[config.mk]
export PLATFORM = sky130hd
export DESIGN_NAME = wdw_top
export DESIGN_NICKNAME = d
export VERILOG_FILES = /design/src/shared/wdw_pkg.sv /design/src/logic/wdw_top.sv /design/src/logic/wdw_sync.sv /design/src/logic/wdw_tick.sv
export SDC_FILE = /design/constraint.sdc
export NUM_CORES = 1
export LEC_CHECK = 0
export ABC_CLOCK_PERIOD_IN_PS = 1600
export BUFFER_PORTS_ARGS = -buffer_cell sky130_fd_sc_hd__buf_4
export CAP_MARGIN = 20
export CORE_MARGIN = 3
export CORE_UTILIZATION = 54
export CTS_BUF_LIST = sky130_fd_sc_hd__clkbuf_8
export DETAILED_ROUTE_END_ITERATION = 8
export PLACE_DENSITY = 0.77
export SLEW_MARGIN = 20
export SYNTH_ARGS = -nofsm -noshare
export SYNTH_HDL_FRONTEND = slang
export SYNTH_SLANG_ARGS = --single-unit
[constraint.sdc]
create_clock -name clk_sys_in -period 1.6 [get_ports clk_sys_in]
set_input_delay 0 -clock clk_sys_in [delete_from_list [all_inputs] [get_ports clk_sys_in]]
set_output_delay 0 -clock clk_sys_in [all_outputs]
set_load 0.005 [all_outputs]
[src/shared/wdw_pkg.sv]
// Constants, types and register map of the watchdog with cyclic wake-up
package wdw_pkg;

    ////////////////////////////////////////////////////////////////////////
    // Register offsets
    localparam logic [7:0] WDW_ADDR_SYS = 8'h03;
    localparam logic [7:0] WDW_ADDR_CTL = 8'h0a;
    localparam logic [7:0] WDW_ADDR_IRQ_STS = 8'h10;
    localparam logic [7:0] WDW_ADDR_IRQ_MASK = 8'h11;
    localparam logic [7:0] WDW_ADDR_SENSE_CFG = 8'h12;

    ////////////////////////////////////////////////////////////////////////
    // Field positions of the watchdog control register
    localparam int WDW_CTL_RATE = 0;
    localparam int WDW_CTL_FLAG = 1;
    localparam int WDW_CTL_CC = 2;
    localparam int WDW_CTL_IE = 3;
    localparam int WDW_CTL_RE = 4;
    localparam int WDW_CTL_RESTART = 5;

    // Field positions of the other registers
    localparam int WDW_SYS_GS = 0;
    localparam int WDW_IRQ_TIMEOUT = 0;
    localparam int WDW_IRQ_HALL = 1;
    localparam int WDW_CFG_ANALOG = 3;
    localparam int WDW_CFG_HALL_IE = 7;

    ////////////////////////////////////////////////////////////////////////
    // Reset values
    localparam logic [7:0] WDW_CTL_RST_VAL = 8'h00;
    localparam logic [1:0] WDW_IRQ_RST_VAL = 2'h0;
    localparam logic [7:0] WDW_CFG_RST_VAL = 8'h00;

    ////////////////////////////////////////////////////////////////////////
    // Timing
    localparam int WDW_CLK_HZ = 25000000;
    localparam int WDW_OSC_PERIOD_US = 1000;
    localparam int WDW_OSC_DIV_CYC = (WDW_CLK_HZ / 1000000) * WDW_OSC_PERIOD_US;
    localparam int WDW_FAST_MS = 10;
    localparam int WDW_SLOW_MS = 20;
    localparam int WDW_FAST_TICKS = (WDW_FAST_MS * 1000) / WDW_OSC_PERIOD_US;
    localparam int WDW_SLOW_TICKS = (WDW_SLOW_MS * 1000) / WDW_OSC_PERIOD_US;
    localparam int WDW_RST_PULSE_CYC = 16;
    localparam int WDW_SENSE_CYC = 8;

    ////////////////////////////////////////////////////////////////////////
    // Types
    typedef enum logic [0:0] {
        WDW_RUN = 1'b0,
        WDW_STOP = 1'b1
    } wdw_mode_e;

    typedef struct packed {
        logic [7:0] addr;
        logic [7:0] wdata;
        logic wr;
        logic rd;
    } wdw_bus_req_s;

endpackage

[src/logic/wdw_top.sv]
// Watchdog with periodic interrupt and cyclic wake-up, with register port
//
// Our own choice: strobed register access.
`timescale 1ns/1ps
// Operation
// - Oscillator and counter run only while irq enable, reset enable or cyclic check is set.
// - Once reset enable is set, software cannot clear it again.
// - A counter timeout with reset enable set starts a system reset.
// - The reset function is suspended in STOP mode and resumes in RUN mode.
// - Writing one to the restart bit restarts the period; it reads zero, zero does nothing.
// - Reset enable is writable once per reset and its reset reaches the pin only in RUN.
// - A timeout reset is driven on the reset output only in RUN mode.
// - The periodic interrupt, enabled by irq enable, wakes the system only in STOP mode.
// - Irq enable lets the timeout flag interrupt, and the interrupt pin asserts only in STOP.
// - Rate one selects the 10 ms period and rate zero the 20 ms period.
// - The flag sets on timeout; writing one clears it and restarts the period, zero is ignored.
// - The cyclic check bit enables periodic sensing of the Hall and analog inputs.
// - In STOP each cycle powers and senses selected inputs; a one with Hall irq wakes and irqs.
// - Every control register bit reads zero after reset.
// - Writing go-to-stop enters STOP; reset or an interrupt request returns to RUN.
module wdw_top #(
    parameter int OSC_DIV = wdw_pkg::WDW_OSC_DIV_CYC,
    parameter int FAST_TICKS = wdw_pkg::WDW_FAST_TICKS,
    parameter int SLOW_TICKS = wdw_pkg::WDW_SLOW_TICKS,
    parameter int NUM_HALL = 3
) (
    input wire logic clk_sys_in,
    input wire logic rst_n_in,
    input wire wdw_pkg::wdw_bus_req_s bus_req_in,
    input wire logic [NUM_HALL-1:0] hall_in,
    input wire logic analog_in,
    output logic [7:0] rd_data_out,
    output logic mcu_reset_out,
    output logic irq_out,
    output logic regulator_on_out,
    output logic hall_power_out
);
    import wdw_pkg::*;

    ////////////////////////////////////////////////////////////////////////
    // Local constants
    localparam logic [7:0] END_FAST = 8'(FAST_TICKS - 1);
    localparam logic [7:0] END_SLOW = 8'(SLOW_TICKS - 1);
    localparam logic [4:0] RST_PULSE = 5'(WDW_RST_PULSE_CYC);
    localparam logic [3:0] SENSE_LEN = 4'(WDW_SENSE_CYC);

    // Address match for a strobe
    function automatic logic hit(input wdw_bus_req_s req, input logic [7:0] a, input logic rd);
        hit = (rd ? req.rd : req.wr) && (req.addr == a);
    endfunction

    ////////////////////////////////////////////////////////////////////////
    // State
    wdw_mode_e mode_r;
    wdw_mode_e mode_nxt;
    logic rate_r;
    logic rate_nxt;
    logic cc_r;
    logic cc_nxt;
    logic ie_r;
    logic ie_nxt;
    logic re_r;
    logic re_nxt;
    logic re_locked_r;
    logic re_locked_nxt;
    logic flag_r;
    logic flag_nxt;
    logic [7:0] cnt_r;
    logic [7:0] cnt_nxt;
    logic [4:0] rst_cnt_r;
    logic [4:0] rst_cnt_nxt;
    logic [3:0] sense_cnt_r;
    logic [3:0] sense_cnt_nxt;
    logic [1:0] sts_r;
    logic [1:0] sts_nxt;
    logic [1:0] mask_r;
    logic [1:0] mask_nxt;
    logic [7:0] cfg_r;
    logic [7:0] cfg_nxt;
    logic [7:0] rd_data_r;
    logic [7:0] rd_data_nxt;
    logic mcu_reset_r;
    logic mcu_reset_nxt;
    logic irq_r;
    logic irq_nxt;
    logic reg_on_r;
    logic reg_on_nxt;
    logic hall_pwr_r;
    logic hall_pwr_nxt;

    // Decoded strobes and events
    logic wr_ctl;
    logic wr_sys;
    logic wr_sts;
    logic wr_mask;
    logic wr_cfg;
    logic restart;
    logic osc_run;
    logic tick;
    logic [7:0] end_val;
    logic timeout_ev;
    logic per_ev;
    logic hall_ev;
    logic sense_hit;
    logic pending;
    logic in_stop;
    logic [NUM_HALL-1:0] hall_sync;
    logic analog_sync;
    logic [1:0] ev_set;

    ////////////////////////////////////////////////////////////////////////
    // Pin synchronisers for the sensed inputs
    wdw_sync #(
        .WIDTH(NUM_HALL + 1)
    ) u_sync (
        .clk_sys_in(clk_sys_in),
        .rst_n_in(rst_n_in),
        .async_in({analog_in, hall_in}),
        .sync_out({analog_sync, hall_sync})
    );

    // Low-rate oscillator, running only while a function is enabled
    wdw_tick #(
        .DIV(OSC_DIV)
    ) u_tick (
        .clk_sys_in(clk_sys_in),
        .rst_n_in(rst_n_in),
        .run_in(osc_run),
        .clr_in(restart),
        .tick_out(tick)
    );

    ////////////////////////////////////////////////////////////////////////
    // Strobe decode and timing events
    always_comb begin
        wr_ctl = hit(bus_req_in, WDW_ADDR_CTL, 1'b0);
        wr_sys = hit(bus_req_in, WDW_ADDR_SYS, 1'b0);
        wr_sts = hit(bus_req_in, WDW_ADDR_IRQ_STS, 1'b0);
        wr_mask = hit(bus_req_in, WDW_ADDR_IRQ_MASK, 1'b0);
        wr_cfg = hit(bus_req_in, WDW_ADDR_SENSE_CFG, 1'b0);
        in_stop = (mode_r == WDW_STOP);
        // Restart bit or flag clear both begin a new period
        restart = wr_ctl && (bus_req_in.wdata[WDW_CTL_RESTART] ||
                  bus_req_in.wdata[WDW_CTL_FLAG]);
        osc_run = ie_r || re_r || cc_r;
        end_val = rate_r ? END_FAST : END_SLOW;
        timeout_ev = osc_run && tick && !restart && (cnt_r == end_val);
        per_ev = timeout_ev && ie_r && in_stop;
        sense_hit = (|(hall_sync & cfg_r[NUM_HALL-1:0])) ||
                    (analog_sync && cfg_r[WDW_CFG_ANALOG]);
        hall_ev = in_stop && (sense_cnt_r == 4'h1) && sense_hit &&
                  cfg_r[WDW_CFG_HALL_IE];
        ev_set = 2'h0;
        ev_set[WDW_IRQ_TIMEOUT] = per_ev;
        ev_set[WDW_IRQ_HALL] = hall_ev;
        pending = |(sts_r & mask_r);
    end

    ////////////////////////////////////////////////////////////////////////
    // Control register, counter and flag
    always_comb begin
        rate_nxt = rate_r;
        cc_nxt = cc_r;
        ie_nxt = ie_r;
        re_nxt = re_r;
        re_locked_nxt = re_locked_r;
        cnt_nxt = cnt_r;
        flag_nxt = flag_r;
        if (wr_ctl) begin
            rate_nxt = bus_req_in.wdata[WDW_CTL_RATE];
            cc_nxt = bus_req_in.wdata[WDW_CTL_CC];
            ie_nxt = bus_req_in.wdata[WDW_CTL_IE];
            // Reset enable takes only the first write after reset
            if (!re_locked_r) begin
                re_nxt = bus_req_in.wdata[WDW_CTL_RE];
                re_locked_nxt = 1'b1;
            end
            // Set once, it stays set
            re_nxt = re_nxt || re_r;
            if (bus_req_in.wdata[WDW_CTL_FLAG]) begin
                flag_nxt = 1'b0;
            end
        end
        // A flag clear also restarts, which blocks a timeout in the same cycle
        if (timeout_ev) begin
            flag_nxt = 1'b1;
        end
        // Counter steps on oscillator ticks and wraps at the end value
        if (!osc_run || restart) begin
            cnt_nxt = 8'h00;
        end else if (timeout_ev) begin
            cnt_nxt = 8'h00;
        end else if (tick) begin
            cnt_nxt = cnt_r + 8'h01;
        end
    end

    always_ff @(posedge clk_sys_in) begin
        if (!rst_n_in) begin
            rate_r <= WDW_CTL_RST_VAL[WDW_CTL_RATE];
            cc_r <= WDW_CTL_RST_VAL[WDW_CTL_CC];
            ie_r <= WDW_CTL_RST_VAL[WDW_CTL_IE];
            re_r <= WDW_CTL_RST_VAL[WDW_CTL_RE];
            flag_r <= WDW_CTL_RST_VAL[WDW_CTL_FLAG];
            re_locked_r <= 1'b0;
            cnt_r <= 8'h00;
        end else begin
            rate_r <= rate_nxt;
            cc_r <= cc_nxt;
            ie_r <= ie_nxt;
            re_r <= re_nxt;
            flag_r <= flag_nxt;
            re_locked_r <= re_locked_nxt;
            cnt_r <= cnt_nxt;
        end
    end

    ////////////////////////////////////////////////////////////////////////
    // Watchdog reset pulse toward the microcontroller
    always_comb begin
        rst_cnt_nxt = rst_cnt_r;
        if (timeout_ev && re_r && !in_stop) begin
            rst_cnt_nxt = RST_PULSE;
        end else if (rst_cnt_r != 5'h00) begin
            rst_cnt_nxt = rst_cnt_r - 5'h01;
        end
        // Reset pin only ever driven in RUN
        mcu_reset_nxt = (rst_cnt_nxt != 5'h00) && (mode_nxt == WDW_RUN);
    end

    always_ff @(posedge clk_sys_in) begin
        if (!rst_n_in) begin
            rst_cnt_r <= 5'h00;
            mcu_reset_r <= 1'b0;
        end else begin
            rst_cnt_r <= rst_cnt_nxt;
            mcu_reset_r <= mcu_reset_nxt;
        end
    end

    ////////////////////////////////////////////////////////////////////////
    // Cyclic check: power the sensors for a short window each period
    always_comb begin
        sense_cnt_nxt = sense_cnt_r;
        if (!in_stop || !cc_r) begin
            sense_cnt_nxt = 4'h0;
        end else if (timeout_ev) begin
            sense_cnt_nxt = SENSE_LEN;
        end else if (sense_cnt_r != 4'h0) begin
            sense_cnt_nxt = sense_cnt_r - 4'h1;
        end
        hall_pwr_nxt = (sense_cnt_nxt != 4'h0) && (mode_nxt == WDW_STOP);
    end

    always_ff @(posedge clk_sys_in) begin
        if (!rst_n_in) begin
            sense_cnt_r <= 4'h0;
            hall_pwr_r <= 1'b0;
        end else begin
            sense_cnt_r <= sense_cnt_nxt;
            hall_pwr_r <= hall_pwr_nxt;
        end
    end

    ////////////////////////////////////////////////////////////////////////
    // Interrupt status, mask, sense config and mode
    always_comb begin
        sts_nxt = sts_r;
        mask_nxt = mask_r;
        cfg_nxt = cfg_r;
        mode_nxt = mode_r;
        if (wr_sts) begin
            sts_nxt = sts_r & ~bus_req_in.wdata[1:0];
        end
        // Set wins over a simultaneous clear
        sts_nxt = sts_nxt | ev_set;
        if (wr_mask) begin
            mask_nxt = bus_req_in.wdata[1:0];
        end
        if (wr_cfg) begin
            cfg_nxt = bus_req_in.wdata;
        end
        case (mode_r)
            WDW_RUN: begin
                if (wr_sys && bus_req_in.wdata[WDW_SYS_GS]) begin
                    mode_nxt = WDW_STOP;
                end
            end
            WDW_STOP: begin
                if (pending) begin
                    mode_nxt = WDW_RUN;
                end
            end
            default: begin
                mode_nxt = WDW_RUN;
            end
        endcase
        // Interrupt pin only while stopped
        irq_nxt = in_stop && pending;
        reg_on_nxt = (mode_nxt == WDW_RUN);
    end

    always_ff @(posedge clk_sys_in) begin
        if (!rst_n_in) begin
            sts_r <= WDW_IRQ_RST_VAL;
            mask_r <= WDW_IRQ_RST_VAL;
            cfg_r <= WDW_CFG_RST_VAL;
            mode_r <= WDW_RUN;
            irq_r <= 1'b0;
            reg_on_r <= 1'b1;
        end else begin
            sts_r <= sts_nxt;
            mask_r <= mask_nxt;
            cfg_r <= cfg_nxt;
            mode_r <= mode_nxt;
            irq_r <= irq_nxt;
            reg_on_r <= reg_on_nxt;
        end
    end

    ////////////////////////////////////////////////////////////////////////
    // Read data, valid the cycle after the read strobe
    always_comb begin
        rd_data_nxt = 8'h00;
        if (hit(bus_req_in, WDW_ADDR_CTL, 1'b1)) begin
            rd_data_nxt[WDW_CTL_RATE] = rate_r;
            rd_data_nxt[WDW_CTL_FLAG] = flag_r;
            rd_data_nxt[WDW_CTL_CC] = cc_r;
            rd_data_nxt[WDW_CTL_IE] = ie_r;
            rd_data_nxt[WDW_CTL_RE] = re_r;
            rd_data_nxt[WDW_CTL_RESTART] = 1'b0;
        end else if (hit(bus_req_in, WDW_ADDR_IRQ_STS, 1'b1)) begin
            rd_data_nxt = {6'h00, sts_r};
        end else if (hit(bus_req_in, WDW_ADDR_IRQ_MASK, 1'b1)) begin
            rd_data_nxt = {6'h00, mask_r};
        end else if (hit(bus_req_in, WDW_ADDR_SENSE_CFG, 1'b1)) begin
            rd_data_nxt = cfg_r;
        end
    end

    always_ff @(posedge clk_sys_in) begin
        if (!rst_n_in) begin
            rd_data_r <= 8'h00;
        end else begin
            rd_data_r <= rd_data_nxt;
        end
    end

    ////////////////////////////////////////////////////////////////////////
    // Outputs, all from flops
    assign rd_data_out = rd_data_r;
    assign mcu_reset_out = mcu_reset_r;
    assign irq_out = irq_r;
    assign regulator_on_out = reg_on_r;
    assign hall_power_out = hall_pwr_r;
endmodule

[src/logic/wdw_sync.sv]
// Three-stage input synchroniser with agreement filter
`timescale 1ns/1ps
module wdw_sync #(
    parameter int WIDTH = 1
) (
    input wire logic clk_sys_in,
    input wire logic rst_n_in,
    input wire logic [WIDTH-1:0] async_in,
    output logic [WIDTH-1:0] sync_out
);
    import wdw_pkg::*;

    genvar gi;
    generate
        for (gi = 0; gi < WIDTH; gi++) begin : g_bit
            logic s1_r;
            logic s2_r;
            logic s3_r;
            logic q_r;
            logic q_nxt;

            // Accept a new level once stages two and three agree
            always_comb begin
                q_nxt = (s2_r == s3_r) ? s2_r : q_r;
            end

            // Shift chain and filtered output
            always_ff @(posedge clk_sys_in) begin
                if (!rst_n_in) begin
                    s1_r <= 1'b0;
                    s2_r <= 1'b0;
                    s3_r <= 1'b0;
                    q_r <= 1'b0;
                end else begin
                    s1_r <= async_in[gi];
                    s2_r <= s1_r;
                    s3_r <= s2_r;
                    q_r <= q_nxt;
                end
            end

            assign sync_out[gi] = q_r;
        end
    endgenerate
endmodule

[src/logic/wdw_tick.sv]
// Low-rate oscillator model: divider giving one tick per period
`timescale 1ns/1ps
module wdw_tick #(
    parameter int DIV = wdw_pkg::WDW_OSC_DIV_CYC
) (
    input wire logic clk_sys_in,
    input wire logic rst_n_in,
    input wire logic run_in,
    input wire logic clr_in,
    output logic tick_out
);
    import wdw_pkg::*;

    localparam int CW = $clog2(DIV + 1);
    localparam logic [CW-1:0] LAST = CW'(DIV - 1);

    logic [CW-1:0] cnt_r;
    logic [CW-1:0] cnt_nxt;
    logic tick_r;
    logic tick_nxt;

    // Divider stops and clears while the oscillator is off
    always_comb begin
        cnt_nxt = cnt_r;
        tick_nxt = 1'b0;
        if (!run_in || clr_in) begin
            cnt_nxt = '0;
        end else if (cnt_r == LAST) begin
            cnt_nxt = '0;
            tick_nxt = 1'b1;
        end else begin
            cnt_nxt = cnt_r + CW'(1);
        end
    end

    // Divider state
    always_ff @(posedge clk_sys_in) begin
        if (!rst_n_in) begin
            cnt_r <= '0;
            tick_r <= 1'b0;
        end else begin
            cnt_r <= cnt_nxt;
            tick_r <= tick_nxt;
        end
    end

    assign tick_out = tick_r;
endmodule

* Yosys cells after proc, flatten, opt, wreduce, memory -nomap -nowiden
Index checks and enable logic that the tools add are counted.
Word-level totals: register bits after elaboration 80, input bits 24, logic and storage cells 131
Operators by class: add/subtract/negate cells 4, equal/unequal tests 12, multiplexer cells 20, bitwise logic cells 9, reduce and logical (&&, ||, !) cells 49
Operators with widths (count):
- 2-to-1 mux 5 bit | 7
- logical AND 1 bit | 25
- == test 8 x 5 -> 1 bit (second input constant) | 3
- adder 15 x 1 -> 15 bit (second input constant) | 1
- == test 15 bit (second input constant) | 1
- 2-to-1 mux 4 bit | 3
- nonzero test 5 bit | 2
- OR reduction 3 bit | 3
- adder 8 x 1 -> 8 bit (second input constant) | 1
- == test 8 x 2 -> 1 bit (second input constant) | 1
- == test 8 x 4 -> 1 bit (second input constant) | 1
- == test 8 x 5 -> 1 bit | 1
- 2-to-1 mux 1 bit | 8
- nonzero test 4 bit | 2
- logical OR 1 bit | 7
- OR reduction 5 bit | 1
- subtractor 5 x 1 -> 5 bit (second input constant) | 1
- bitwise AND 2 bit | 2
- == test 1 bit | 4
- == test 4 x 1 -> 1 bit (second input constant) | 1
- zero test 1 bit | 4
- inverter 1 bit | 4
- nonzero test 2 bit | 2
- OR reduction 2 bit | 2
- other kinds (7) | 7

* Depth between registers and ports, before layout
depth in word-level cells 11, gate-level depth with buffers 6, depth with buffers taken out 6

* Modules after synthesis
Synthesis repeated with hierarchy kept, for this count alone.
Unflattened totals: cells, all modules 346, area, all modules 3367.0 sq um
By module, submodules not included:
- wdw_top | instances 1, cells each 224, area each 2175.8 sq um, sequential area each 960.9 sq um
- wdw_tick | instances 1, cells each 76, area each 688.2 sq um, sequential area each 320.3 sq um
- wdw_sync | instances 1, cells each 46, area each 503.0 sq um, sequential area each 320.3 sq um

* Worst setup path after synthesis
Ideal clock, no wire load.
kind register to register, start register u_tick.cnt_r[0], end register u_tick.cnt_r[14], library setup time 0.067 ns, arrival 1.487 ns, required time 1.533 ns, slack 0.046 ns, cell stages (with the launch flop) 6, path buffers 0, period minus slack after synthesis 1.554 ns, cells stage by stage dfxtp_1 -> ha_1 -> nand2_1 -> or3_1 -> or3_1 -> a21oi_2
On the way: cells in the longest elaborated chain, start to end 2
Ends and longest elaborated chain:
- start: declaration | RTL line wdw_tick.sv:17 | logic [CW-1:0] cnt_r;
- start signal: assignment | RTL line wdw_tick.sv:42 | cnt_r <= cnt_nxt;
- parallel branches: the longest is 2 deep, another holds adder 15 x 1 -> 15 bit
Parallel ways; which one is timed is not known. A chain may end at the register's enable or synchronous reset.

* Final worst setup path
start register u_tick.cnt_r[1], end register u_tick.cnt_r[14]
The elaborated chain is that of the path after synthesis.

==> impl_metrics.csv <==
group,metric,value,unit
finish,fin_nets,441,
setup_path,worstSetupStartpointType,"flop",
clock_tree,cts_tree,"built",
floorplanning,die-area,7064,um2
clock_tree,clock-root-buffer,"clkbuf_8",
setup_path,end_kind,"flop",
synthesis,synth_common_cells,"dfxtp_1, nor2_1, nand2_1, mux2i_1, xnor2_1",
route,vias,2670,
floorplanning,rows,27,
finish,fillers,408,
route,route.detailed.drc,0,
place,hpwl,4791,um
global_routing,use_met2,0.3429,
timing,relSlewSlack,0.6741,
global_routing,antenna_found_initial,0,
synthesis,ys_top_cells_by_area,"dfxtp_1, nor2_1, mux2i_1",
route,ant_nets,0,
finish,insertedDiodeCount,0,
synthesis,synth_fp_nets,374,
setup_path,reg2reg_depth,5,
timing,finalHoldViolations,0,
timing,skew,9.466,ps
floorplanning,boundaryPins,36,
global_routing,grt_util_met3,0.03850,
timing,fin_crit,1523,ps
route,avgViaCountPerCell,5.460,
route,avgRoutedWirePerCell,14.37,um
run,cap_violations,0,
finish,synthToLayoutAreaGrowth,27.16,%
timing,holdWs,36.13,ps
timing,report.final.slew_viol_count,0,
clock_tree,tritoncts.num_buffers,9,
timing,tightest_slew,483.6,ps
global_routing,gr-usage-all-layers,0.2108,
synthesis,yosysMostFrequentCell,"dfxtp_1",
timing,setup_viol,0,
setup_path,worstSetupPathType,"reg -> reg",
synthesis,netlist_instances,345,
clock_tree,clk_pin_slew,80,ps
run_status,status,"complete, no violations",
synthesis,netlist.area_leader.share,0.4869,
timing,fmax,0.6564,GHz
timing,final.setup.worst_slack,76.50,ps
global_routing,grt_first_pass_wirelength,12170,um
floorplanning,core,5709,um2
route,initialDrtViolationCount,153,
synthesis,ys_seq_area_frac,0.4869,
setup_path,cp.arrival,1810,ps
synthesis,yosysWarnings,0,
timing,tns,0,ps
timing,post-route-period-util,0.9522,
pwr,cellLeakagePower,1.658,nW
route,firstDrtPassIters,4,
synthesis,syn-mean-instance-area,9.535,um2
synthesis,yosys.area.top_type,"dfxtp_1",
finish,drive_gt1_frac,0.2230,
synthesis,synth-main-ff-cell,"dfxtp_1",
global_routing,grt_max_degree,32,
global_routing,grt.overflow.total,0,
place,gp_congestion,0.8030,
clock_tree,clkSinkCount,80,
setup_path,required,1890,ps
place,port_buffers,35,
synthesis,yosysUniqueCellTypes,50,
min_path,hold_path.class,"in -> reg",
min_path,holdPathStages,4,
synthesis,synth-seq-cells,80,
setup_path,crit_fanout,3,
finish,final_core_util,0.7326,
place,pre_cts_ws,-44.64,ps
pwr,powerDensity,1011,nW/um2
global_routing,grt_pass1_vias,2659,
floorplanning,die-height,84.05,um
synthesis,async_flop_share,0,
synthesis,synth_area,3289,um2
global_routing,use_met1,0.2737,
synthesis,synth_edf_count,0,
floorplanning,die_w,84.05,um
global_routing,grt-busiest-layer,"met2",
clock_tree,htree_levels,3,
route,routed_wl,7027,um
floorplanning,start_util,0.5762,
clock_tree,clockBufferDepth,2,
clock_tree,clock_latency,350,ps
pwr,ir_worst_vdd,0.7375,mV
## worst paths after layout
kind	slack, ps	startpoint	endpoint
worst max-delay path	80	u_tick.cnt_r[1]$_SDFF_PP0_	u_tick.cnt_r[14]$_SDFF_PP0_
worst min-delay path	40	bus_req_in[1]	sts_r[0]$_SDFF_PN0_
worst max register to register	80	u_tick.cnt_r[1]$_SDFF_PP0_	u_tick.cnt_r[14]$_SDFF_PP0_
worst min register to register	440	u_sync.g_bit[2].s1_r$_SDFF_PN0_	u_sync.g_bit[2].s2_r$_SDFF_PN0_
## state kept, by name (all words and copies together), names as in the netlist, 4 cells and up
signal / cells
cfg_r: 8
cnt_r: 8
rd_data_out: 8
rst_cnt_r: 5
sense_cnt_r: 4
u_sync.g_bit.q_r: 4
u_sync.g_bit.s1_r: 4
u_sync.g_bit.s2_r: 4
u_sync.g_bit.s3_r: 4
u_tick.cnt_r: 15
## layout by cell type (no fill, tap or decap), drive strengths merged, types with 2 or more instances in the layout
cell type | Yosys | routed
or3 | 4 | 4
and2 | 13 | 13
nor2b | 2 | 2
nand3 | 11 | 11
buf | 3 | 53
and3 | 11 | 11
nand4 | 16 | 16
nand2 | 17 | 17
o31ai | 2 | 2
o2111ai | 2 | 2
xor2 | 7 | 7
o2bb2ai | 2 | 2
a22oi | 6 | 6
dlygate4sd3 | 0 | 13
mux2i | 16 | 16
dfxtp | 80 | 80
nand2b | 2 | 2
nor4bb | 4 | 4
nor4b | 2 | 2
a21oi | 12 | 12
nor4 | 6 | 6
nor3b | 6 | 6
clkinv | 1 | 4
xnor2 | 15 | 15
bufinv | 0 | 2
inv | 13 | 13
nor3 | 5 | 5
o21ai | 10 | 10
nor2 | 51 | 51
and4bb | 2 | 2
clkbuf | 7 | 11
ha | 5 | 5
## where the power goes
| group | internal, mW | total (mW) | switching, mW |
|---|---|---|---|
| sequential | 2.05 | 2.10 | 0.0530 |
| clock | 0.961 | 1.67 | 0.710 |
| combinational | 0.257 | 0.455 | 0.197 |
| total | 3.27 | 4.23 | 0.960 |
## stage by stage
step	cells	power, mW	cell area [um2]
floorplan	345	2.397	3289
detailed placement	459	2.566	3730
global route	489	4.437	4183
finish	489	4.230	4183
global placement	459	2.547	3730
CTS	488	4.243	4106
## kinds of logic (layout without fill, tap and decap cells)
logic type	after synthesis	after routing	share of synthesized area
AO/OA/AOI/OAI	41	41	0.08521
XOR/XNOR	22	22	0.05858
adder cells (fa/ha/maj)	5	5	0.01902
buffers and inverters	24	96	0.02815
flip-flops	80	80	0.4869
multiplexers	17	17	0.05211
AND/OR/NAND/NOR	156	156	0.2701
## worst max-delay path, cell delays in order, from the launching register on
cell	delay (ps)
dfxtp_1	370
ha_4	150
nand2_1	60
or3_1	380
or3_4	370
a21oi_2	130
## what timing repair did
item | CTS | global route
hold buffers | 13 | 0
resized for setup | 2 | 12
pin swaps | 0 | 1
setup buffers | 0 | 1
endpoints found under the hold margin | 18 | 0
setup endpoints to repair | 5 | 33
cloned | 0 | 0
## layer usage
| layer | wire [um] | share of wire | up-vias |
|---|---|---|---|
| met2 | 3346 | 0.48 | 61 |
| met1 | 3248 | 0.46 | 1247 |
| li1 | - | - | 1351 |
| met5 | 0 | 0 | - |
| met4 | 127 | 0.018 | 0 |
| met3 | 305 | 0.043 | 11 |
## layout make-up
class	instances	area, um2	share of cell area
inverters	14	52.55	0.01256
well taps	72	90.09	0.02154
multi-input cells	241	1678	0.4011
repair buffers	66	528.0	0.1262
clock inverters	5	78.83	0.01885
clock buffers	11	151.4	0.03620
flip-flops and latches	80	1604	0.3835
Power figures use the tool's default switching activity.
